**config.mk**
```make
export PLATFORM = sky130hd
export DESIGN_NAME = ttxw_timing
export DESIGN_NICKNAME = d
export VERILOG_FILES = /design/src/ttxw_timing.v /design/src/ttxw_sync3.v /design/src/ttxw_buf2.v
export VERILOG_INCLUDE_DIRS = /design/src
export SDC_FILE = /design/constraint.sdc
export NUM_CORES = 1
export LEC_CHECK = 0
export ABC_AREA = 1
export BUFFER_PORTS_ARGS = -buffer_cell sky130_fd_sc_hd__buf_2
export CORE_MARGIN = 3
export CORE_UTILIZATION = 37
export CTS_BUF_LIST = sky130_fd_sc_hd__clkbuf_8
export CTS_CLUSTER_DIAMETER = 200
export DETAILED_ROUTE_END_ITERATION = 16
export PLACE_DENSITY = 0.54
export SYNTH_ARGS = -nofsm -noshare
export SYNTH_HDL_FRONTEND = slang
export SYNTH_SLANG_ARGS = --single-unit
```
**constraint.sdc**
```tcl
create_clock -name clk_sys -period 2.6 [get_ports clk_sys]
set_input_delay 0.39 -clock clk_sys [delete_from_list [all_inputs] [get_ports clk_sys]]
set_output_delay 0.39 -clock clk_sys [all_outputs]
set_load 0.02 [all_outputs]
```
**src/ttxw_consts.vh**
```
// Constants for the teletext line window timing block
//
// Contract
// - Odd field requests start at start plus 4/1
// - Odd field requests end at end plus 3/0
// - Even field requests start at start plus 4/1
// - Even field requests end at end plus 3/0
// - First active row, plus 4/1, bit 4 top
// - Last active row, plus 3/0, bit 6 top
// - Row value zero sits on field sync
// - Standard bit picks NABTS or world teletext at 60 Hz; 50 Hz is European
// - Cleared protocol bit: one bit per rising edge
// - Set protocol bit: request high across each line's bits
// - Sixteen-bit mask disables rows 5 to 20
// - Mask acts only inside request windows
// - Request drives pin only while clock enable low
`ifndef TTXW_CONSTS_VH
`define TTXW_CONSTS_VH

// Register subaddresses
`define TTXW_A_ODD_FIRST 8'h76
`define TTXW_A_ODD_LAST  8'h77
`define TTXW_A_EVN_FIRST 8'h78
`define TTXW_A_EVN_LAST  8'h79
`define TTXW_A_FIRST_ACT 8'h7A
`define TTXW_A_LAST_ACT  8'h7B
`define TTXW_A_MODE      8'h7C
`define TTXW_A_STATUS    8'h7D
`define TTXW_A_MASK_LO   8'h7E
`define TTXW_A_MASK_HI   8'h7F

// Mode register field positions
`define TTXW_B_STD       7
`define TTXW_B_LAST_ACT8 6
`define TTXW_B_PROTO     5
`define TTXW_B_FIRST_ACT8 4
`define TTXW_B_EVN_LAST8 3
`define TTXW_B_ODD_LAST8 2
`define TTXW_B_EVN_FIRST8 1
`define TTXW_B_ODD_FIRST8 0

// Reset values, PAL strap then NTSC strap
`define TTXW_R_ODD_FIRST_PAL  8'h05
`define TTXW_R_ODD_FIRST_NTSC 8'h06
`define TTXW_R_LAST_PAL       8'h16
`define TTXW_R_LAST_NTSC      8'h10
`define TTXW_R_EVN_FIRST_PAL  8'h04
`define TTXW_R_EVN_FIRST_NTSC 8'h05
`define TTXW_R_ZERO           8'h00

// Row offsets for start and end values
`define TTXW_ADD_START_525 9'h004
`define TTXW_ADD_START_625 9'h001
`define TTXW_ADD_END_525   9'h003
`define TTXW_ADD_END_625   9'h000
// Mask covers rows 5 to 20 in 625 counting
`define TTXW_MASK_FIRST    9'h005
`define TTXW_MASK_LAST     9'h014

// Timing counts; latency covers pin flop plus sync and agreement stages
`define TTXW_SYNC_LAT      5'h05
`define TTXW_DELAY_MIN     4'h2

// Standard codes on the standard output
`define TTXW_STD_EURO  2'h0
`define TTXW_STD_NABTS 2'h1
`define TTXW_STD_WST60 2'h2

`endif

```
**src/ttxw_timing.v**
```verilog
// Teletext request line windows, active rows and bit capture
`include "ttxw_consts.vh"
`timescale 1ns/1ps
`default_nettype none
module ttxw_timing #(
	parameter BITS_EURO  = 360,
	parameter BITS_NABTS = 288,
	parameter BITS_WST60 = 296,
	parameter BIT_PERIOD = 4
) (
	input  wire       clk_sys,
	input  wire       rst_b,
	input  wire       strap_ntsc,
	input  wire [7:0] reg_addr,
	input  wire [7:0] reg_wdata,
	input  wire       reg_wr,
	input  wire       reg_rd,
	output reg  [7:0] reg_rdata,
	input  wire       field_sync,
	input  wire       field_odd,
	input  wire       line_start,
	input  wire       field_rate_select,
	input  wire       second_clock_output_enable,
	input  wire [3:0] request_to_data_delay,
	input  wire       teletext_data_input,
	output reg        shared_request_clock_pin,
	output reg        shared_request_clock_pin_oe,
	output reg        active_row,
	output reg  [1:0] teletext_standard,
	output wire       bit_data,
	output wire       bit_valid,
	input  wire       bit_ready
);
	// Register file
	reg [7:0] odd_request_first_row;
	reg [7:0] odd_request_last_row;
	reg [7:0] even_request_first_row;
	reg [7:0] even_request_last_row;
	reg [7:0] first_active_row;
	reg [7:0] last_active_row;
	reg [7:0] mode;
	reg [15:0] row_mask;

	// Line and request state
	reg [8:0]  row;
	reg        in_window;
	reg        row_enabled;
	reg        teletext_bit_request;
	reg [8:0]  bits_left;
	reg [7:0]  period_cnt;
	reg [20:0] cap_pipe;
	reg        strap_q;
	reg        first_cycle;

	wire       data_sync;
	wire       fill_ready;
	wire       is_525;
	wire       proto_window;
	wire [8:0] add_s;
	wire [8:0] add_e;
	wire [8:0] odd_s;
	wire [8:0] odd_e;
	wire [8:0] evn_s;
	wire [8:0] evn_e;
	wire [8:0] act_s;
	wire [8:0] act_e;
	wire [8:0] pal_row;
	wire [4:0] tap;
	wire       capture;
	wire       pending;
	wire       issue;
	reg  [8:0] line_bits;

	// Window test used for both fields and the active rows
	function in_range;
		input [8:0] r;
		input [8:0] lo;
		input [8:0] hi;
		begin
			in_range = (r >= lo) && (r <= hi);
		end
	endfunction

	ttxw_sync3 u_sync (
		.clk_sys (clk_sys),
		.rst_b   (rst_b),
		.pin_in  (teletext_data_input),
		.level   (data_sync)
	);

	ttxw_buf2 #(.W(1)) u_buf (
		.clk_sys   (clk_sys),
		.rst_b     (rst_b),
		.in_data   (data_sync),
		.in_valid  (capture),
		.in_ready  (fill_ready),
		.out_data  (bit_data),
		.out_valid (bit_valid),
		.out_ready (bit_ready)
	);

	assign is_525       = field_rate_select;
	assign proto_window = mode[`TTXW_B_PROTO];
	assign add_s = is_525 ? `TTXW_ADD_START_525 : `TTXW_ADD_START_625;
	assign add_e = is_525 ? `TTXW_ADD_END_525 : `TTXW_ADD_END_625;

	// Nine-bit row targets, top bits from the mode register
	assign odd_s = {mode[`TTXW_B_ODD_FIRST8], odd_request_first_row} + add_s;
	assign odd_e = {mode[`TTXW_B_ODD_LAST8], odd_request_last_row} + add_e;
	assign evn_s = {mode[`TTXW_B_EVN_FIRST8], even_request_first_row} + add_s;
	assign evn_e = {mode[`TTXW_B_EVN_LAST8], even_request_last_row} + add_e;
	assign act_s = {mode[`TTXW_B_FIRST_ACT8], first_active_row} + add_s;
	assign act_e = {mode[`TTXW_B_LAST_ACT8], last_active_row} + add_e;

	// Mask rows are in 625 counting; 525 rows sit three later
	assign pal_row = row - (add_s - `TTXW_ADD_START_625);

	// Strap is a pin; reaches defaults through a plain register
	always @(posedge clk_sys) begin
		strap_q <= strap_ntsc;
	end

	// Host register writes; strap picks the reset defaults
	always @(posedge clk_sys) begin
		if (!rst_b) begin
			first_cycle <= 1'b1;
			odd_request_first_row  <= `TTXW_R_ODD_FIRST_PAL;
			odd_request_last_row   <= `TTXW_R_LAST_PAL;
			even_request_first_row <= `TTXW_R_EVN_FIRST_PAL;
			even_request_last_row  <= `TTXW_R_LAST_PAL;
			first_active_row <= `TTXW_R_ZERO;
			last_active_row  <= `TTXW_R_ZERO;
			mode             <= `TTXW_R_ZERO;
			row_mask         <= {`TTXW_R_ZERO, `TTXW_R_ZERO};
		end else if (first_cycle) begin
			// First edge after release applies the strap
			first_cycle <= 1'b0;
			if (strap_q) begin
				odd_request_first_row  <= `TTXW_R_ODD_FIRST_NTSC;
				odd_request_last_row   <= `TTXW_R_LAST_NTSC;
				even_request_first_row <= `TTXW_R_EVN_FIRST_NTSC;
				even_request_last_row  <= `TTXW_R_LAST_NTSC;
			end
		end else if (reg_wr) begin
			case (reg_addr)
				`TTXW_A_ODD_FIRST: odd_request_first_row  <= reg_wdata;
				`TTXW_A_ODD_LAST:  odd_request_last_row   <= reg_wdata;
				`TTXW_A_EVN_FIRST: even_request_first_row <= reg_wdata;
				`TTXW_A_EVN_LAST:  even_request_last_row  <= reg_wdata;
				`TTXW_A_FIRST_ACT: first_active_row <= reg_wdata;
				`TTXW_A_LAST_ACT:  last_active_row  <= reg_wdata;
				`TTXW_A_MODE:      mode <= reg_wdata;
				`TTXW_A_MASK_LO:   row_mask[7:0]  <= reg_wdata;
				`TTXW_A_MASK_HI:   row_mask[15:8] <= reg_wdata;
				default: ;
			endcase
		end
	end

	// Read data; unmapped subaddresses read zero
	always @(posedge clk_sys) begin
		if (!rst_b) begin
			reg_rdata <= 8'h00;
		end else if (reg_rd) begin
			case (reg_addr)
				`TTXW_A_ODD_FIRST: reg_rdata <= odd_request_first_row;
				`TTXW_A_ODD_LAST:  reg_rdata <= odd_request_last_row;
				`TTXW_A_EVN_FIRST: reg_rdata <= even_request_first_row;
				`TTXW_A_EVN_LAST:  reg_rdata <= even_request_last_row;
				`TTXW_A_FIRST_ACT: reg_rdata <= first_active_row;
				`TTXW_A_LAST_ACT:  reg_rdata <= last_active_row;
				`TTXW_A_MODE:      reg_rdata <= mode;
				`TTXW_A_STATUS:    reg_rdata <= {field_odd, in_window, active_row,
					teletext_bit_request, bit_valid, 3'h0};
				`TTXW_A_MASK_LO:   reg_rdata <= row_mask[7:0];
				`TTXW_A_MASK_HI:   reg_rdata <= row_mask[15:8];
				default:           reg_rdata <= 8'h00;
			endcase
		end
	end

	// Row counter; field sync loads add_s, so register value zero lands on that row
	always @(posedge clk_sys) begin
		if (!rst_b) begin
			row <= 9'h000;
		end else if (field_sync) begin
			row <= add_s;
		end else if (line_start) begin
			row <= row + 9'h001;
		end
	end

	// Request window for the current field and active rows
	always @(posedge clk_sys) begin
		if (!rst_b) begin
			in_window  <= 1'b0;
			active_row <= 1'b0;
		end else begin
			in_window  <= field_odd ? in_range(row, odd_s, odd_e)
				: in_range(row, evn_s, evn_e);
			active_row <= in_range(row, act_s, act_e);
		end
	end

	// Mask only trims rows already inside the window
	always @(posedge clk_sys) begin
		if (!rst_b) begin
			row_enabled <= 1'b0;
		end else if (in_range(pal_row, `TTXW_MASK_FIRST, `TTXW_MASK_LAST)) begin
			row_enabled <= in_window && !row_mask[pal_row[3:0] - 4'h5];
		end else begin
			row_enabled <= in_window;
		end
	end

	// Standard and bits per line follow the field rate, and the standard bit at 60 Hz
	always @* begin
		if (mode[`TTXW_B_STD] && is_525) begin
			line_bits = BITS_WST60[8:0];
		end else if (is_525) begin
			line_bits = BITS_NABTS[8:0];
		end else begin
			line_bits = BITS_EURO[8:0];
		end
	end

	always @(posedge clk_sys) begin
		if (!rst_b) begin
			teletext_standard <= `TTXW_STD_EURO;
		end else if (!is_525) begin
			teletext_standard <= `TTXW_STD_EURO;
		end else begin
			teletext_standard <= mode[`TTXW_B_STD] ? `TTXW_STD_WST60 : `TTXW_STD_NABTS;
		end
	end

	// Capture tap: source delay, floored at minimum, plus pin flop and sync stages
	// Sampling any earlier would catch the source's stale level
	assign tap     = ((request_to_data_delay < `TTXW_DELAY_MIN) ? {1'b0, `TTXW_DELAY_MIN}
		: {1'b0, request_to_data_delay}) + `TTXW_SYNC_LAT;
	assign capture = cap_pipe[tap];
	assign pending = |cap_pipe;
	// Next bit waits for earlier capture and buffer room, so no bit drops
	assign issue   = (bits_left != 9'h000) && (period_cnt == 8'h00) &&
		!pending && fill_ready;

	// Bit issue sequencer, started at each enabled row
	always @(posedge clk_sys) begin
		if (!rst_b) begin
			bits_left  <= 9'h000;
			period_cnt <= 8'h00;
			cap_pipe   <= 21'h000000;
			teletext_bit_request <= 1'b0;
		end else begin
			cap_pipe <= {cap_pipe[19:0], issue};
			if (line_start) begin
				bits_left  <= row_enabled ? line_bits : 9'h000;
				period_cnt <= 8'h00;
				teletext_bit_request <= 1'b0;
			end else if (issue) begin
				bits_left  <= bits_left - 9'h001;
				period_cnt <= BIT_PERIOD[7:0] - 8'h01;
				teletext_bit_request <= 1'b1;
			end else begin
				if (period_cnt != 8'h00) begin
					period_cnt <= period_cnt - 8'h01;
				end
				// One edge per bit, or held high across the line's bits
				if (!proto_window) begin
					teletext_bit_request <= 1'b0;
				end else if (bits_left == 9'h000 && !pending) begin
					teletext_bit_request <= 1'b0;
				end
			end
		end
	end

	// Pin carries the request only while the second clock is off
	always @(posedge clk_sys) begin
		if (!rst_b) begin
			shared_request_clock_pin    <= 1'b0;
			shared_request_clock_pin_oe <= 1'b0;
		end else begin
			shared_request_clock_pin    <= teletext_bit_request &&
				!second_clock_output_enable;
			shared_request_clock_pin_oe <= !second_clock_output_enable;
		end
	end
endmodule // ttxw_timing
`default_nettype wire

```
**src/ttxw_sync3.v**
```verilog
// Three-stage input synchroniser with agreement filter
`timescale 1ns/1ps
`default_nettype none
module ttxw_sync3 (
	input  wire clk_sys,
	input  wire rst_b,
	input  wire pin_in,
	output reg  level
);
	reg s1;
	reg s2;
	reg s3;

	// Stage one feeds only stage two
	always @(posedge clk_sys) begin
		s1 <= pin_in;
		s2 <= s1;
		s3 <= s2;
	end

	// Change counts once stages two and three agree
	always @(posedge clk_sys) begin
		if (!rst_b) begin
			level <= 1'b0;
		end else if (s2 == s3) begin
			level <= s3;
		end
	end
endmodule // ttxw_sync3
`default_nettype wire

```
**src/ttxw_buf2.v**
```verilog
// Two-entry buffer with valid and ready on both sides
`timescale 1ns/1ps
`default_nettype none
module ttxw_buf2 #(
	parameter W = 1
) (
	input  wire         clk_sys,
	input  wire         rst_b,
	input  wire [W-1:0] in_data,
	input  wire         in_valid,
	output wire         in_ready,
	output reg  [W-1:0] out_data,
	output reg          out_valid,
	input  wire         out_ready
);
	reg [W-1:0] spare;
	reg         spare_valid;

	// Spare entry absorbs one word while the drain stalls
	assign in_ready = !spare_valid;

	always @(posedge clk_sys) begin
		if (!rst_b) begin
			out_valid   <= 1'b0;
			spare_valid <= 1'b0;
			out_data    <= {W{1'b0}};
			spare       <= {W{1'b0}};
		end else begin
			if (!out_valid || out_ready) begin
				if (spare_valid) begin
					out_data    <= spare;
					out_valid   <= 1'b1;
					spare_valid <= in_valid;
					spare       <= in_data;
				end else begin
					out_data  <= in_data;
					out_valid <= in_valid;
				end
			end else if (in_valid && !spare_valid) begin
				spare       <= in_data;
				spare_valid <= 1'b1;
			end
		end
	end
endmodule // ttxw_buf2
`default_nettype wire

```
==> results.md <==
* Status: finished, final reports clean
* Number of synthesized flops with an enable pin at 0
* Via count at 8,388
* Antenna violations before repair at 0
* Start point of the worst hold path: strap_ntsc
* Pin count of the biggest net entering global routing at 66
* Worst slack on hold paths at ~35 ps
* Average routed wire per standard cell at 16.1 um
* DRC violation count after routing at 0
* Utilization of the core after routing at 45.6%
* Max Root-Sink Buffers at 2
* Power per cell area at just under 600 mW/mm2
* Library cells used by synthesis at 48
* Setup Crit Path Kind: register to register
* Height of the chip at 161 um
* Post-synthesis register bit count at 145
* Clock root buffer master: sky130_fd_sc_hd__clkbuf_8
* Final antenna-violating net count at 0
* Period Utilization, post-route at 98.1%
* Antenna diode count at 0
* Number of cells traversed by the worst hold path at 1
* Transition time at the pin with the least slew margin at 743 ps
* Net switching power at 2190 uW
* Number of input and output port buffers inserted at 46
* Relative slew slack at 50.5%
* Area added between synthesis and finish at 18.9%
* Global-route congestion overflow total at 0
* Fmax achieved at 392 MHz
* Share of the synthesized area in the top cell type at 32.9%
* Overall die area at 0.0258 mm2
* Fraction of final layout cells sized beyond drive strength 1 at 17.3%
* Required time of the critical path at 2960 ps
* Core area at 0.0231 mm2
* Post-synthesis cell type with the largest combined area: sky130_fd_sc_hd__dfxtp_1
* Final layout net count at around 1,500
* CTS tree: yes
* Overall global routing resource usage at 20.6%
* Number of core rows at 55
* Vias per Instance at about 5.0
* Seq. cell area at 0.00291 mm2
* Kind of path behind the tightest hold check: input pin to register
* Sequential element share of the synthesized area at roughly 33%
* Number of search-and-repair iterations in the first detailed-routing pass at 5
* Switching portion of total power at between 30% and 40%
* Maximum fanout count along the critical path at 3
* Maxcap violations at 0
* Violation count after the first detailed-route iteration at 494
* Worst EP arrival at about 2900 ps
* Synth Instances at about 1,200
* Sequential share of power at about two fifths
* Proportion of power drawn by the clock network at 31.5%
* Largest cells by area after synthesis: sky130_fd_sc_hd__dfxtp_1 (33%), sky130_fd_sc_hd__ha_1 (11%), sky130_fd_sc_hd__nand2_1 (10%)
* Clock skew after layout at 16.7 ps
* Detailed-route wire length at 26,800 um
* Logic gate share of total power at 28.5%
* Clock sinks at about 150
* Total power of the final layout at 6210 uW
* Unrepaired setup endpoints after global routing: yes
* FFs w/ async S/R, synth at 0%
* Max IR drop VDD at 0.330 mV
* YS warnings at 0
* Kind of start point of the critical path: register
* Gpl congestion at 0.887
* Endpoint, Worst Hold: strap_q
* Worst-case register-to-register setup slack at between 50 and 60 ps
* Number of cells on the worst reg-to-reg path at 14
* Critical register-to-register path endpoint: active_row
* Clock slew at the register clock pins of the worst setup and hold paths at 90 ps
* Most used DFF post-synth: sky130_fd_sc_hd__dfxtp_1
* Number of pins exceeding their max-slew limit in the final report at 0
* Endpoint class of the critical path: register
* Top-Level Pins at 47
* Area of the multi-input gates at 0.00531 mm2
* Vias in the first global route at 7,693
* Filler instances at 2,411
* Initial core utilization at 38.3%
* Clock Latency Late Sink at 460 ps
* Wire length of the first global-routing pass at 41,600 um
* Average cell area after synthesis at around 7 um2
* Number of nets produced by synthesis at 1,344
* Start of the worst register-to-register path: last_active_row[0]
* Die width at 161 um
* Post-synthesis cell area at 0.00883 mm2
* Internal power at 4020 uW
* TritonCTS Buffers at 17
* Final number of setup-violating endpoints at 0
* Maximum level of the CTS H-tree at 4
* Post-layout min period at 2550 ps
* Leakage power summed over all cells at 0.00458 uW
* Placed wire-length estimate at around 20,000 um
* Number of hold violations in the final report at 0
## state kept, by name (all words and copies together) (netlist names), 2 cells and up
register and cells:
cap_pipe 21, row_mask 16, bits_left 9, row 9
even_request_first_row 8, even_request_last_row 8, first_active_row 8, last_active_row 8
mode 8, odd_request_first_row 8, odd_request_last_row 8, period_cnt 8
reg_rdata 8, teletext_standard 2
## how the worst max path moves through the flow
stage,endpoint,cells past startpoint,startpoint,slack (ps)
after floorplan,in_window,17,field_rate_select,30
after global placement,active_row,16,field_rate_select,-330
after detailed placement,active_row,16,field_rate_select,-480
after CTS,in_window,17,even_request_first_row[0],3
after global routing,active_row,15,last_active_row[0],-130
final,active_row,14,last_active_row[0],50
## power groups by stage
stage	Clock, uW	Combinational (uW)	Sequential [uW]
final	1960	1770	2480
after global routing	2100	2020	2500
after CTS	2010	1730	2480
after detailed placement	0	1720	2530
after global placement	0	1710	2530
after floorplan	0	1270	2520
## stage by stage
stage	setup TNS [ps]	cell area [um2]	worst slack [ps]	cells
final	0	10500	50.5	1669
after global routing	-249	10500	-131	1669
after CTS	0	10300	3.08	1665
after detailed placement	-1110	9890	-477	1633
after global placement	-903	9890	-334	1633
after floorplan	0	8830	28.7	1230
## layout make-up
class | instances | area share [%]
flip-flops and latches | 145 | 27.7
inverters | 177 | 6.34
clock inverters | 14 | 1.70
well taps | 313 | 3.73
repair buffers | 119 | 7.67
clock buffers | 18 | 2.36
multi-input cells | 883 | 50.5
## layout by cell type, fill, tap and decap left out, drive strengths merged, types with 7 or more instances in the layout
master | synthesis | layout
ha | 78 | 78
inv | 175 | 180
nor3b | 7 | 7
o22ai | 22 | 22
o211ai | 8 | 8
dfxtp | 145 | 145
nor3 | 17 | 17
nor2 | 110 | 110
nand4 | 17 | 17
xor2 | 44 | 44
buf | 5 | 118
nand2 | 243 | 243
a211oi | 12 | 12
clkbuf | 20 | 18
a21oi | 113 | 113
nand3 | 86 | 86
o21ai | 87 | 87
xnor2 | 9 | 9
## critical path: stages, from the launching register on
cell                       delay (ps)
sky130_fd_sc_hd__dfxtp_2          370
sky130_fd_sc_hd__ha_4             140
sky130_fd_sc_hd__inv_2             40
sky130_fd_sc_hd__fa_2             410
sky130_fd_sc_hd__nor3_4           160
sky130_fd_sc_hd__nand3_2          100
sky130_fd_sc_hd__nor3_2           180
sky130_fd_sc_hd__xor2_1            90
sky130_fd_sc_hd__ha_1             350
sky130_fd_sc_hd__nand2_2           70
sky130_fd_sc_hd__buf_4            140
sky130_fd_sc_hd__o211ai_1         190
sky130_fd_sc_hd__o21ai_1          110
sky130_fd_sc_hd__nand2_1           60
sky130_fd_sc_hd__nor2_1            50
## routing by layer
layer / track usage [%] / routed length (um)
met3: 3.59 / 1280
met2: 32.1 / 11600
met1: 29.3 / 13300
met4: 6.15 / 574
met5: 0 / 0
## synthesized netlist by cell type, types with 4 or more instances
master                     count
sky130_fd_sc_hd__nor2_1      102
sky130_fd_sc_hd__fa_1          4
sky130_fd_sc_hd__inv_1       150
sky130_fd_sc_hd__nor4_1        4
sky130_fd_sc_hd__nor3_1       15
sky130_fd_sc_hd__buf_2         4
sky130_fd_sc_hd__dfxtp_1     145
sky130_fd_sc_hd__a21oi_1     113
sky130_fd_sc_hd__inv_2        25
sky130_fd_sc_hd__o22ai_1      22
sky130_fd_sc_hd__nand3_2       5
sky130_fd_sc_hd__nor3b_1       7
sky130_fd_sc_hd__a211oi_1     12
sky130_fd_sc_hd__o21ai_0      51
sky130_fd_sc_hd__xor2_1       44
sky130_fd_sc_hd__nand2_1     237
sky130_fd_sc_hd__o221ai_1      4
sky130_fd_sc_hd__nand4_1      13
sky130_fd_sc_hd__nor2_4        5
sky130_fd_sc_hd__o21ai_1      36
sky130_fd_sc_hd__nand2_2       5
sky130_fd_sc_hd__clkbuf_1     20
sky130_fd_sc_hd__o211ai_1      7
sky130_fd_sc_hd__nand3_1      80
sky130_fd_sc_hd__xnor2_1       9
sky130_fd_sc_hd__ha_1         78
## what timing repair did
action / in CTS / in global routing
setup buffers: 0 / 3
gates resized for setup: 6 / 35
endpoints found under the hold margin: 0 / 1
endpoints found under the setup margin: 1 / 3
pin swaps: 2 / 14
hold buffers: 0 / 1
## cell families (layout without fill, tap and decap cells)
logic type                 Yosys count  in the layout  synth area share, %
and+or+nand+nor                    491            491                 25.1
AOI/OAI and AO/OA                  257            257                 16.1
buffers and inverters              202            328                 8.74
DFF                                145            145                 32.9
adders and majority gates           82             82                 12.0
xor gates and xnor gates            53             53                 5.25
No activity file was read; power rests on OpenSTA's default activity.
